### src/rtl/vip_pkg.sv
package vip_pkg;
  localparam int VIP_NSRC = 24;
  // Flat pending word is {group0, group1, group2}
  localparam logic [23:0] VIP_PEND_MASK = 24'h79ff0f;
  localparam int VIP_ADC_BIT = 16;
  localparam logic [4:0] VIP_CODE_WDT = 5'h18;
  localparam logic [4:0] VIP_CODE_POSC = 5'h19;
  localparam logic [4:0] VIP_CODE_WOSC = 5'h1a;
  localparam logic [4:0] VIP_CODE_ILL = 5'h1b;
  localparam logic [15:0] VIP_VEC_WDT = 16'h0004;
  localparam logic [15:0] VIP_VEC_POSC = 16'h003a;
  localparam logic [15:0] VIP_VEC_WOSC = 16'h003c;
  localparam logic [15:0] VIP_VEC_ILL = 16'h0006;
  localparam logic [15:0] VIP_VEC_G0_LAST = 16'h0016;
  localparam logic [15:0] VIP_VEC_G1_LAST = 16'h0026;
  localparam logic [15:0] VIP_VEC_G2_LAST = 16'h0036;
  localparam logic [1:0] VIP_LVL_TOP = 2'h3;
  // Register byte offsets
  localparam logic [7:0] VIP_GRP_STRIDE = 8'h0c;
  localparam logic [7:0] VIP_PEND_OFF = 8'h00;
  localparam logic [7:0] VIP_HI_OFF = 8'h04;
  localparam logic [7:0] VIP_LO_OFF = 8'h08;
  localparam logic [7:0] VIP_CTRL_OFF = 8'h24;
  localparam logic [7:0] VIP_STAT_OFF = 8'h28;
  localparam int VIP_CTRL_GIE_BIT = 7;
  localparam int VIP_CTRL_WDT_BIT = 0;
  localparam logic [7:0] VIP_RESET_BYTE = 8'h00;
  localparam logic [1:0] VIP_RESP_OKAY = 2'h0;
  localparam logic [1:0] VIP_RESP_SLVERR = 2'h2;

  typedef struct packed {
    logic timer1;
    logic timer0;
    logic uart_rx;
    logic uart_tx;
    logic adc;
    logic pa7;
    logic low_voltage_detector;
    logic pa6;
    logic comparator;
    logic [5:0] pa_lo;
    logic [3:2] pd;
    logic [3:0] pc;
  } vip_src_t;

  typedef struct packed {
    logic wdt;
    logic posc_fail;
    logic wosc_fail;
    logic illegal;
  } vip_trap_t;

  typedef struct packed {
    logic enable_interrupts_instr;
    logic disable_interrupts_instr;
    logic return_from_interrupt_instr;
    logic trap_instr;
  } vip_instr_t;

  typedef struct packed {
    logic req;
    logic [4:0] code;
    logic [15:0] vector;
  } vip_core_req_t;
endpackage

### src/rtl/vip_top.sv
`timescale 1ns/10ps
`default_nettype none
module vip_top #(
  parameter bit HAS_ADC = 1'b1
) (
  // Clock and reset
  input wire logic mclk,
  input wire logic rst_n,
  // Interrupt sources, one-cycle pulses
  input wire vip_pkg::vip_src_t src,
  input wire vip_pkg::vip_trap_t trap,
  input wire vip_pkg::vip_instr_t instr,
  // Core side
  input wire logic core_ack,
  output vip_pkg::vip_core_req_t core_req,
  input wire logic vec_fetch_valid,
  input wire logic [7:0] vec_even_byte,
  input wire logic [7:0] vec_odd_byte,
  output logic [15:0] isr_addr,
  // AXI4-Lite slave
  input wire logic [7:0] s_axi_awaddr,
  input wire logic s_axi_awvalid,
  output logic s_axi_awready,
  input wire logic [31:0] s_axi_wdata,
  input wire logic [3:0] s_axi_wstrb,
  input wire logic s_axi_wvalid,
  output logic s_axi_wready,
  output logic [1:0] s_axi_bresp,
  output logic s_axi_bvalid,
  input wire logic s_axi_bready,
  input wire logic [7:0] s_axi_araddr,
  input wire logic s_axi_arvalid,
  output logic s_axi_arready,
  output logic [31:0] s_axi_rdata,
  output logic [1:0] s_axi_rresp,
  output logic s_axi_rvalid,
  input wire logic s_axi_rready
);
  import vip_pkg::*;

  // Decoded register: kind 0..2 per group, 3 ctrl, 4 status, 7 unmapped
  typedef struct packed {
    logic [1:0] grp;
    logic [2:0] kind;
  } vip_sel_t;

  function automatic vip_sel_t reg_sel(input logic [7:0] a);
    vip_sel_t s;
    s.grp = 2'h0;
    s.kind = 3'h7;
    for (int g = 0; g < 3; g++) begin
      if (a == VIP_GRP_STRIDE * g[7:0] + VIP_PEND_OFF) begin
        s.grp = g[1:0];
        s.kind = 3'h0;
      end
      if (a == VIP_GRP_STRIDE * g[7:0] + VIP_HI_OFF) begin
        s.grp = g[1:0];
        s.kind = 3'h1;
      end
      if (a == VIP_GRP_STRIDE * g[7:0] + VIP_LO_OFF) begin
        s.grp = g[1:0];
        s.kind = 3'h2;
      end
    end
    if (a == VIP_CTRL_OFF) s.kind = 3'h3;
    if (a == VIP_STAT_OFF) s.kind = 3'h4;
    return s;
  endfunction

  function automatic logic [15:0] vector_of(input logic [4:0] code);
    logic [15:0] v;
    v = 16'h0000;
    case (code)
      VIP_CODE_WDT: v = VIP_VEC_WDT;
      VIP_CODE_POSC: v = VIP_VEC_POSC;
      VIP_CODE_WOSC: v = VIP_VEC_WOSC;
      VIP_CODE_ILL: v = VIP_VEC_ILL;
      default: begin
        if (code >= 5'h10) v = VIP_VEC_G0_LAST - {10'h000, code - 5'h10, 1'b0};
        else if (code >= 5'h08) v = VIP_VEC_G1_LAST - {10'h000, code - 5'h08, 1'b0};
        else v = VIP_VEC_G2_LAST - {10'h000, code, 1'b0};
      end
    endcase
    return v;
  endfunction

  // Converter bit drops out entirely on variants without it
  localparam logic [23:0] PMASK = HAS_ADC ? VIP_PEND_MASK :
                                  VIP_PEND_MASK & ~(24'h000001 << VIP_ADC_BIT);

  logic [23:0] pend_reg;
  logic [23:0] hi_reg;
  logic [23:0] lo_reg;
  logic [3:0] trap_pend_reg;
  logic gie_reg;
  logic wdt_en_reg;
  logic [23:0] src_flat, src_live;
  logic pick_found;
  logic [4:0] pick_idx;
  logic [4:0] win_code;
  logic win_valid;
  logic pend_ack;
  logic [23:0] ack_clr;

  // Shared vectors OR their sources into one pending bit
  assign src_flat = {1'b0, src.timer1, src.timer0, src.uart_rx, src.uart_tx, 2'b00, src.adc,
                     src.pa7 | src.low_voltage_detector,
                     src.pa6 | src.comparator,
                     src.pa_lo[5:4],
                     src.pa_lo[3] | src.pd[3], src.pa_lo[2] | src.pd[2],
                     src.pa_lo[1:0], 4'h0, src.pc};

  // AXI write channel: address and data taken in either order
  logic aw_have_reg;
  logic w_have_reg;
  logic [7:0] aw_addr_reg;
  logic [7:0] w_data_reg;
  logic w_strb_reg;
  logic wr_fire;
  vip_sel_t wsel;
  vip_sel_t rsel;

  assign s_axi_awready = !aw_have_reg && !s_axi_bvalid;
  assign s_axi_wready = !w_have_reg && !s_axi_bvalid;
  assign wr_fire = aw_have_reg && w_have_reg && !s_axi_bvalid;
  assign wsel = reg_sel(aw_addr_reg);
  assign rsel = reg_sel(s_axi_araddr);

  always_ff @(posedge mclk or negedge rst_n) begin
    if (!rst_n) begin
      aw_have_reg <= 1'b0;
      aw_addr_reg <= 8'h00;
    end else if (s_axi_awvalid && s_axi_awready) begin
      aw_have_reg <= 1'b1;
      aw_addr_reg <= s_axi_awaddr;
    end else if (wr_fire) begin
      aw_have_reg <= 1'b0;
    end
  end

  always_ff @(posedge mclk or negedge rst_n) begin
    if (!rst_n) begin
      w_have_reg <= 1'b0;
      w_data_reg <= 8'h00;
      w_strb_reg <= 1'b0;
    end else if (s_axi_wvalid && s_axi_wready) begin
      w_have_reg <= 1'b1;
      w_data_reg <= s_axi_wdata[7:0];
      w_strb_reg <= s_axi_wstrb[0];
    end else if (wr_fire) begin
      w_have_reg <= 1'b0;
    end
  end

  always_ff @(posedge mclk or negedge rst_n) begin
    if (!rst_n) begin
      s_axi_bvalid <= 1'b0;
      s_axi_bresp <= VIP_RESP_OKAY;
    end else if (wr_fire) begin
      s_axi_bvalid <= 1'b1;
      s_axi_bresp <= (wsel.kind == 3'h7) ? VIP_RESP_SLVERR : VIP_RESP_OKAY;
    end else if (s_axi_bready) begin
      s_axi_bvalid <= 1'b0;
    end
  end

  logic wr_ok;
  logic [23:0] wr_grp_mask;
  logic [23:0] wr_byte;
  assign wr_ok = wr_fire && w_strb_reg;
  assign wr_grp_mask = 24'h0000ff << (5'd8 * (5'd2 - {3'h0, wsel.grp}));
  assign wr_byte = {w_data_reg, w_data_reg, w_data_reg};

  // Pending bits
  assign pend_ack = core_ack && core_req.req && core_req.code < VIP_CODE_WDT;
  assign ack_clr = pend_ack ? (24'h000001 << core_req.code) : 24'h000000;

  // Incoming pulse wins over both acknowledge and a software clear
  always_ff @(posedge mclk or negedge rst_n) begin
    if (!rst_n) begin
      pend_reg <= 24'h000000;
    end else if (wr_ok && wsel.kind == 3'h0) begin
      pend_reg <= (((pend_reg & ~wr_grp_mask) | (wr_byte & wr_grp_mask)) & ~ack_clr
                  | src_flat) & PMASK;
    end else begin
      pend_reg <= ((pend_reg & ~ack_clr) | src_flat) & PMASK;
    end
  end

  always_ff @(posedge mclk or negedge rst_n) begin
    if (!rst_n) begin
      hi_reg <= {3{VIP_RESET_BYTE}};
      lo_reg <= {3{VIP_RESET_BYTE}};
    end else if (wr_ok && wsel.kind == 3'h1) begin
      hi_reg <= (hi_reg & ~wr_grp_mask) | (wr_byte & wr_grp_mask);
    end else if (wr_ok && wsel.kind == 3'h2) begin
      lo_reg <= (lo_reg & ~wr_grp_mask) | (wr_byte & wr_grp_mask);
    end
  end

  // Traps latch until the core takes their vector
  always_ff @(posedge mclk or negedge rst_n) begin
    if (!rst_n) begin
      trap_pend_reg <= 4'h0;
    end else begin
      for (int t = 0; t < 4; t++) begin
        if (trap[3-t]) begin
          trap_pend_reg[3-t] <= 1'b1;
        end else if (core_ack && core_req.req && core_req.code == VIP_CODE_WDT + t[4:0]) begin
          trap_pend_reg[3-t] <= 1'b0;
        end
      end
    end
  end

  // Global enable: hardware clears win so a maskable source or the watchdog is never nested
  logic gie_clr;
  logic gie_set;
  logic ctrl_wr;
  assign ctrl_wr = wr_ok && wsel.kind == 3'h3;
  assign gie_clr = (core_ack && core_req.req) || trap.posc_fail || trap.wosc_fail ||
                   trap.illegal || instr.trap_instr || instr.disable_interrupts_instr ||
                   (ctrl_wr && !w_data_reg[VIP_CTRL_GIE_BIT]);
  assign gie_set = instr.enable_interrupts_instr || instr.return_from_interrupt_instr ||
                   (ctrl_wr && w_data_reg[VIP_CTRL_GIE_BIT]);

  always_ff @(posedge mclk or negedge rst_n) begin
    if (!rst_n) begin
      gie_reg <= 1'b0;
    end else if (gie_clr) begin
      gie_reg <= 1'b0;
    end else if (gie_set) begin
      gie_reg <= 1'b1;
    end
  end

  always_ff @(posedge mclk or negedge rst_n) begin
    if (!rst_n) begin
      wdt_en_reg <= 1'b0;
    end else if (ctrl_wr) begin
      wdt_en_reg <= w_data_reg[VIP_CTRL_WDT_BIT];
    end
  end

  vip_prio_pick u_pick (
    .pend(pend_reg),
    .lvl_hi(hi_reg),
    .lvl_lo(lo_reg),
    .found(pick_found),
    .idx(pick_idx)
  );

  // Fixed-rank sources sit above every programmable level
  always_comb begin
    win_valid = 1'b1;
    win_code = VIP_CODE_WDT;
    if (trap_pend_reg[3] && wdt_en_reg && gie_reg) win_code = VIP_CODE_WDT;
    else if (trap_pend_reg[2]) win_code = VIP_CODE_POSC;
    else if (trap_pend_reg[1]) win_code = VIP_CODE_WOSC;
    else if (trap_pend_reg[0]) win_code = VIP_CODE_ILL;
    else if (gie_reg && pick_found) win_code = pick_idx;
    else win_valid = 1'b0;
  end

  // Request drops the cycle after the acknowledge so it is not shown twice
  always_ff @(posedge mclk or negedge rst_n) begin
    if (!rst_n) begin
      core_req <= '0;
    end else begin
      core_req.req <= win_valid && !core_ack;
      core_req.code <= win_code;
      core_req.vector <= vector_of(win_code);
    end
  end

  always_ff @(posedge mclk or negedge rst_n) begin
    if (!rst_n) begin
      isr_addr <= 16'h0000;
    end else if (vec_fetch_valid) begin
      isr_addr <= {vec_even_byte, vec_odd_byte};
    end
  end

  // AXI read channel, answered one cycle after the address is taken
  assign s_axi_arready = !s_axi_rvalid;

  logic [7:0] rd_byte;
  always_comb begin
    rd_byte = 8'h00;
    case (rsel.kind)
      3'h0: rd_byte = pend_reg[8 * (2 - rsel.grp) +: 8];
      3'h1: rd_byte = hi_reg[8 * (2 - rsel.grp) +: 8];
      3'h2: rd_byte = lo_reg[8 * (2 - rsel.grp) +: 8];
      3'h3: rd_byte = {gie_reg, 6'h00, wdt_en_reg};
      default: rd_byte = 8'h00;
    endcase
  end

  always_ff @(posedge mclk or negedge rst_n) begin
    if (!rst_n) begin
      s_axi_rvalid <= 1'b0;
      s_axi_rdata <= 32'h00000000;
      s_axi_rresp <= VIP_RESP_OKAY;
    end else if (s_axi_arvalid && s_axi_arready) begin
      s_axi_rvalid <= 1'b1;
      s_axi_rresp <= (rsel.kind == 3'h7) ? VIP_RESP_SLVERR : VIP_RESP_OKAY;
      if (rsel.kind == 3'h4) begin
        s_axi_rdata <= {7'h00, core_req.req, trap_pend_reg, 7'h00, core_req.code,
                        core_req.vector[7:0]};
      end else begin
        s_axi_rdata <= {24'h000000, rd_byte};
      end
    end else if (s_axi_rready) begin
      s_axi_rvalid <= 1'b0;
    end
  end

  // Highest pending level, read only by the checks below
  logic [1:0] max_lvl;
  always_comb begin
    max_lvl = 2'h0;
    for (int b = 0; b < VIP_NSRC; b++) begin
      if (pend_reg[b] && {hi_reg[b], lo_reg[b]} > max_lvl) max_lvl = {hi_reg[b], lo_reg[b]};
    end
  end

  a_level_wins: assert property (@(posedge mclk) disable iff (!rst_n)
    pick_found |-> {hi_reg[pick_idx], lo_reg[pick_idx]} == max_lvl)
    else $error("lower level request won");

  a_ack_clears_gie: assert property (@(posedge mclk) disable iff (!rst_n)
    core_ack && core_req.req |=> !gie_reg && !core_req.req)
    else $error("acknowledge left global enable set");

  a_ei_sets_gie: assert property (@(posedge mclk) disable iff (!rst_n)
    instr.enable_interrupts_instr && !gie_clr |=> gie_reg)
    else $error("enable instruction did not set global enable");

  a_trap_clears_gie: assert property (@(posedge mclk) disable iff (!rst_n)
    instr.trap_instr || trap.illegal |=> !gie_reg)
    else $error("trap left global enable set");

  assign src_live = src_flat & PMASK;
  a_pulse_latched: assert property (@(posedge mclk) disable iff (!rst_n)
    src_live != 24'h000000 |=> (pend_reg & $past(src_live)) == $past(src_live))
    else $error("source pulse lost");

  a_no_reserved: assert property (@(posedge mclk) disable iff (!rst_n)
    (pend_reg & ~PMASK) == 24'h000000)
    else $error("reserved or absent source pending");

  a_gated_forward: assert property (@(posedge mclk) disable iff (!rst_n)
    core_req.req && core_req.code < VIP_CODE_WDT |-> $past(gie_reg))
    else $error("maskable source forwarded while disabled");

  a_timer1_vector: assert property (@(posedge mclk) disable iff (!rst_n)
    core_req.req && core_req.code == 5'h16 |-> core_req.vector == 16'h000a)
    else $error("timer one vector wrong");

  a_trap_rank: assert property (@(posedge mclk) disable iff (!rst_n)
    trap_pend_reg[2] && !(trap_pend_reg[3] && wdt_en_reg && gie_reg) |=>
      core_req.code == VIP_CODE_POSC)
    else $error("oscillator trap outranked");

  c_trap_vectored: cover property (@(posedge mclk) disable iff (!rst_n)
    core_req.req && core_req.code == VIP_CODE_ILL ##1 core_ack);
  c_maskable_vectored: cover property (@(posedge mclk) disable iff (!rst_n)
    core_req.req && core_req.code < VIP_CODE_WDT && core_ack);
  c_set_beats_clear: cover property (@(posedge mclk) disable iff (!rst_n)
    pend_ack && src_flat[core_req.code]);
endmodule
`default_nettype wire

### src/rtl/vip_prio_pick.sv
`timescale 1ns/10ps
`default_nettype none
module vip_prio_pick (
  // Pending bits and their settings
  input wire logic [vip_pkg::VIP_NSRC-1:0] pend,
  input wire logic [vip_pkg::VIP_NSRC-1:0] lvl_hi,
  input wire logic [vip_pkg::VIP_NSRC-1:0] lvl_lo,
  // Winner
  output logic found,
  output logic [4:0] idx
);
  import vip_pkg::*;

  // Later passes override: higher level, then higher index (earlier vector)
  always_comb begin
    found = 1'b0;
    idx = 5'h00;
    for (int lv = 1; lv <= 3; lv++) begin
      for (int b = 0; b < VIP_NSRC; b++) begin
        if (pend[b] && VIP_PEND_MASK[b] &&
            {lvl_hi[b], lvl_lo[b]} == lv[1:0]) begin
          found = 1'b1;
          idx = b[4:0];
        end
      end
    end
  end
endmodule
`default_nettype wire

### config.mk
export PLATFORM = sky130hd
export DESIGN_NAME = vip_top
export DESIGN_NICKNAME = d
export VERILOG_FILES = /design/src/rtl/vip_pkg.sv /design/src/rtl/vip_top.sv /design/src/rtl/vip_prio_pick.sv
export SDC_FILE = /design/constraint.sdc
export NUM_CORES = 1
export LEC_CHECK = 0
export ABC_AREA = 1
export BUFFER_PORTS_ARGS = -buffer_cell sky130_fd_sc_hd__buf_2
export CAP_MARGIN = 0
export CORE_ASPECT_RATIO = 1.4
export CORE_MARGIN = 4
export CORE_UTILIZATION = 54
export DETAILED_ROUTE_END_ITERATION = 16
export PLACE_DENSITY = 0.88
export SLEW_MARGIN = 40
export SYNTH_ARGS = -nofsm -noshare
export SYNTH_HDL_FRONTEND = slang
export SYNTH_SLANG_ARGS = --single-unit
### constraint.sdc
create_clock -name mclk -period 3.61 [get_ports mclk]
set_input_delay 0.722 -clock mclk [delete_from_list [all_inputs] [get_ports mclk]]
set_output_delay 0.722 -clock mclk [all_outputs]
set_load 0.02 [all_outputs]
==> metrics list <==
* WHS: about 0.17 ns
- Width of the chip: 109.5 µm
- Crit path buf inv count: 0
- Area growth syn-to-layout: 25.29%
- The routed design has 27.68 mm of wire.
- Required arrival time at the worst endpoint: around 4.0 ns
- Most frequent cell after synthesis: sky130_fd_sc_hd__nand2_1
- In the synthesized netlist, the number of instances is roughly 1000.
* Worst vdd rail ir drop: about 0.00041 V
- The number of antenna violations at the first check in global routing was 0.
- Of all flip-flops after synthesis, the portion carrying an async set or reset was 100.0%.
- Number of buffers added by the clock tree synthesis step: 17
* Final standard cell utilization of the core: between 60% and 70%
* Diode insertion count for antenna repair: 0
- Critical-path top delay cell: sky130_fd_sc_hd__dfrtp_1
- Number of max-capacitance violations reported: 0
- Count of yosys warnings during synthesis: 0
- RSZ-0062 raised after global routing: true
- In this run the tightest slew margin relative to its limit is between 40% and 50%.
- Synthesis instantiated 41 different standard cells from the library.
- Initial drt markers: just under 800
- For the worst-skew pair, the clock arrives at the later sink with an insertion delay of between 0.4 and 0.5 ns.
- In this run the tool buffered the top-level ports with 140 buffer cells.
- Fin area: around 0.0098 mm²
- Clock-pin slew reported for the worst setup and hold paths after clock tree synthesis: approximately 0.06 ns
- Slowest stage delay, CP: a little under 0.4 ns
- The final reports fail on setup timing.
- Detailed placement ended at an HPWL of 20.47 mm.
- The worst setup path is launched from a flop.
- For this run the aggregate overflow at the end of global routing stands at 0.
- Counting flops and latches in the post-synthesis netlist gives 140.
- First-pass GRT wire length: 41.72 mm
* Overall via count from detail_route: around 8300
- Number of fillers in the final layout: 1094
- Vertical extent of the die: 150.1 µm
* Pwr per Cell Area: 500.1 mW/mm²
* Top area cells in the synthesized netlist: sky130_fd_sc_hd__dfrtp_1, sky130_fd_sc_hd__nand2_1, sky130_fd_sc_hd__inv_1
* Minimum clock period after layout: 3.709 ns
- I/O Pins: between 150 and 200
- Combined global-route utilization of all metal layers: 34.02%
- At the end of routability-driven placement, the weighted congestion stood at just over 1.
- For this run, the top clock speed supported by timing is 269.6 MHz.
* Number of enable-type register cells in the synthesized netlist: 0
- Top cells by count, synth: sky130_fd_sc_hd__nand2_1, sky130_fd_sc_hd__inv_1, sky130_fd_sc_hd__dfrtp_1
* Via count of the first global-routing pass: roughly 8200
* Worst hold path class: primary input to async pin
* Worst setup path category: flop to flop
* Area of the die: ~0.016 mm²
- Clk Tree Root Cell: sky130_fd_sc_hd__clkbuf_16
- The H-tree was split into 4 levels.
- Summed over all failing endpoints, the final setup total negative slack is -0.3000 ns.
* CP arrival: between 4 and 5 ns
- Number of hold violations in the final report: 0
* Number of core rows: 51
- The placed instances occupy a cell area of between 0.009 and 0.01 mm².
- For this configuration, the core starts out at a cell density of around 55%.
- For this run, the detailed router's first-pass iteration total came to 5.
* PnR worst setup slack: -0.09917 ns
* Actual transition at the worst max-transition pin: about 0.81 ns
- Dividing the detail-routed wire length by the instance count gives 19.35 µm.
* Total Nets Final: 1345
* Largest area contributor in the netlist: sky130_fd_sc_hd__dfrtp_1
- TritonCTS built the clock tree.
- After synthesis, the largest area contributor takes up 44.99% of total cell area.
- Counting along the longest clock path gives a buffer depth of 2.
* Maximum fanout along the worst path: 3
- Buffers inserted to repair hold after CTS numbered 0.
- Sequential cells were found to cover ~45% of the synthesized design area.
- Clock skew on the completed layout was measured at 0.007118 ns.
* Clock sink count: 140
- Crit-path leading delay family: simple AND/OR/NAND/NOR gates
- Setup violations remaining at the end of the flow were counted as 5.
* Largest net degree at the start of global routing: a little over 80
* Drt drc: 0
- The flow ran to the end, but the final reports show violations.
* Cell with the most instances on the worst path: sky130_fd_sc_hd__nand2_1
* Area of the mapped netlist: between 0.007 and 0.008 mm²
- Mean area per synthesized cell: 7.589 µm²
- Leakage Power: 5.080 nW
- After detailed routing, the number of vias per cell comes to 5.776.
- The most used flip-flop cell after synthesis is sky130_fd_sc_hd__dfrtp_1.
- After floorplanning, the core was sized to cover about 0.014 mm².
- Once detail routing completed, the nets flagged for antenna violations numbered 0.
* Fraction of the cycle the final worst path needs: 102.7%
- The post-route netlist has a little under a quarter of its cells at a drive strength greater than 1.
- The worst setup path is captured at a flop.
* Max-slew violation total from the final report: 0
==> per-stage QoR <==
| step | power, W | setup WS [ns] | std cells |
|---|---|---|---|
| 3_5_place_dp | 0.003022 | 0.06861 | 1396 |
| 4_1_cts | 0.004836 | 0.04418 | 1428 |
| 3_3_place_gp | 0.002988 | 0.08467 | 1396 |
| 5_1_grt | 0.005058 | -0.5931 | 1430 |
| 2_1_floorplan | 0.002568 | 0.5973 | 1042 |
| 6_report | 0.004879 | -0.09917 | 1430 |
==> power by group <==
group	total [W]	switching, W	internal [W]
sequential	0.00198	0.000222	0.00176
combinational	0.00109	0.000731	0.000361
clock	0.00181	0.000705	0.00110
total	0.00488	0.00166	0.00322
==> logic make-up (layout without fill, tap and decap cells) <==
kind of cell / count (synthesis) / count (layout) / share of synthesized area (%)
flops: 140 / 140 / 44.99
other cells: 1 / 17 / 0.04816
fa+ha+maj: 7 / 7 / 1.125
compound gates: 204 / 204 / 15.73
buf+inv: 203 / 406 / 11.04
simple gates: 450 / 450 / 24.02
mux: 21 / 21 / 3.037
==> layout make-up <==
cell class	count	area, µm²	area share (%)
multi-input combinational	699	3516	36.04
sequential	140	3503	35.91
timing repair buffer	215	1303	13.35
inverter	159	596.8	6.118
clock buffer	18	439.2	4.502
tap	185	231.5	2.373
clock inverter	14	166.4	1.706
==> metal layers <==
layer,part of all wire (%),track usage (%)
met5,0,0
met4,8.8,26.70
met3,8.0,6.949
met2,48,55.50
met1,35,38.14
==> layout by cell type (no fill, tap or decap), types with 5 or more instances in the layout <==
cell and instances:
sky130_fd_sc_hd__conb_1 17, sky130_fd_sc_hd__a221oi_1 11, sky130_fd_sc_hd__nor4_1 6, sky130_fd_sc_hd__dfrtp_1 140, sky130_fd_sc_hd__o21ai_0 79, sky130_fd_sc_hd__nor3_1 48
sky130_fd_sc_hd__nand3_1 51, sky130_fd_sc_hd__nand2_1 210, sky130_fd_sc_hd__a21oi_1 43, sky130_fd_sc_hd__clkbuf_16 17, sky130_fd_sc_hd__buf_2 139, sky130_fd_sc_hd__o21bai_1 15
sky130_fd_sc_hd__a31oi_1 11, sky130_fd_sc_hd__buf_4 73, sky130_fd_sc_hd__clkinv_2 5, sky130_fd_sc_hd__o31ai_1 8, sky130_fd_sc_hd__nor2_1 118, sky130_fd_sc_hd__o22ai_1 17
sky130_fd_sc_hd__inv_1 154, sky130_fd_sc_hd__ha_1 7, sky130_fd_sc_hd__mux2_2 21
==> path summary, 6_finish.rpt <==
check,depth (start not counted),startpoint,slack [ns],end
max in group asynchronous,3,rst_n,2.51,s_axi_rdata[22]$_DFFE_PN0P_
worst max register to register,54,pend_reg[1]$_DFF_PN0_,-0.1,core_req[5]$_DFF_PN0_
worst min-delay path,1,rst_n,0.17,async pin
min in group mclk,2,s_axi_bready,0.45,s_axi_bvalid$_DFFE_PN0P_
worst max-delay path,54,pend_reg[1]$_DFF_PN0_,-0.1,core_req[5]$_DFF_PN0_
worst min register to register,2,s_axi_rdata[12]$_DFFE_PN0P_,0.48,s_axi_rdata[12]$_DFFE_PN0P_
==> timing repair <==
item / CTS / global route
setup endpoints to repair: 0 / 8
gates resized for setup: 0 / 7
setup buffers: 0 / 1
Power figures use the tool's default switching activity.
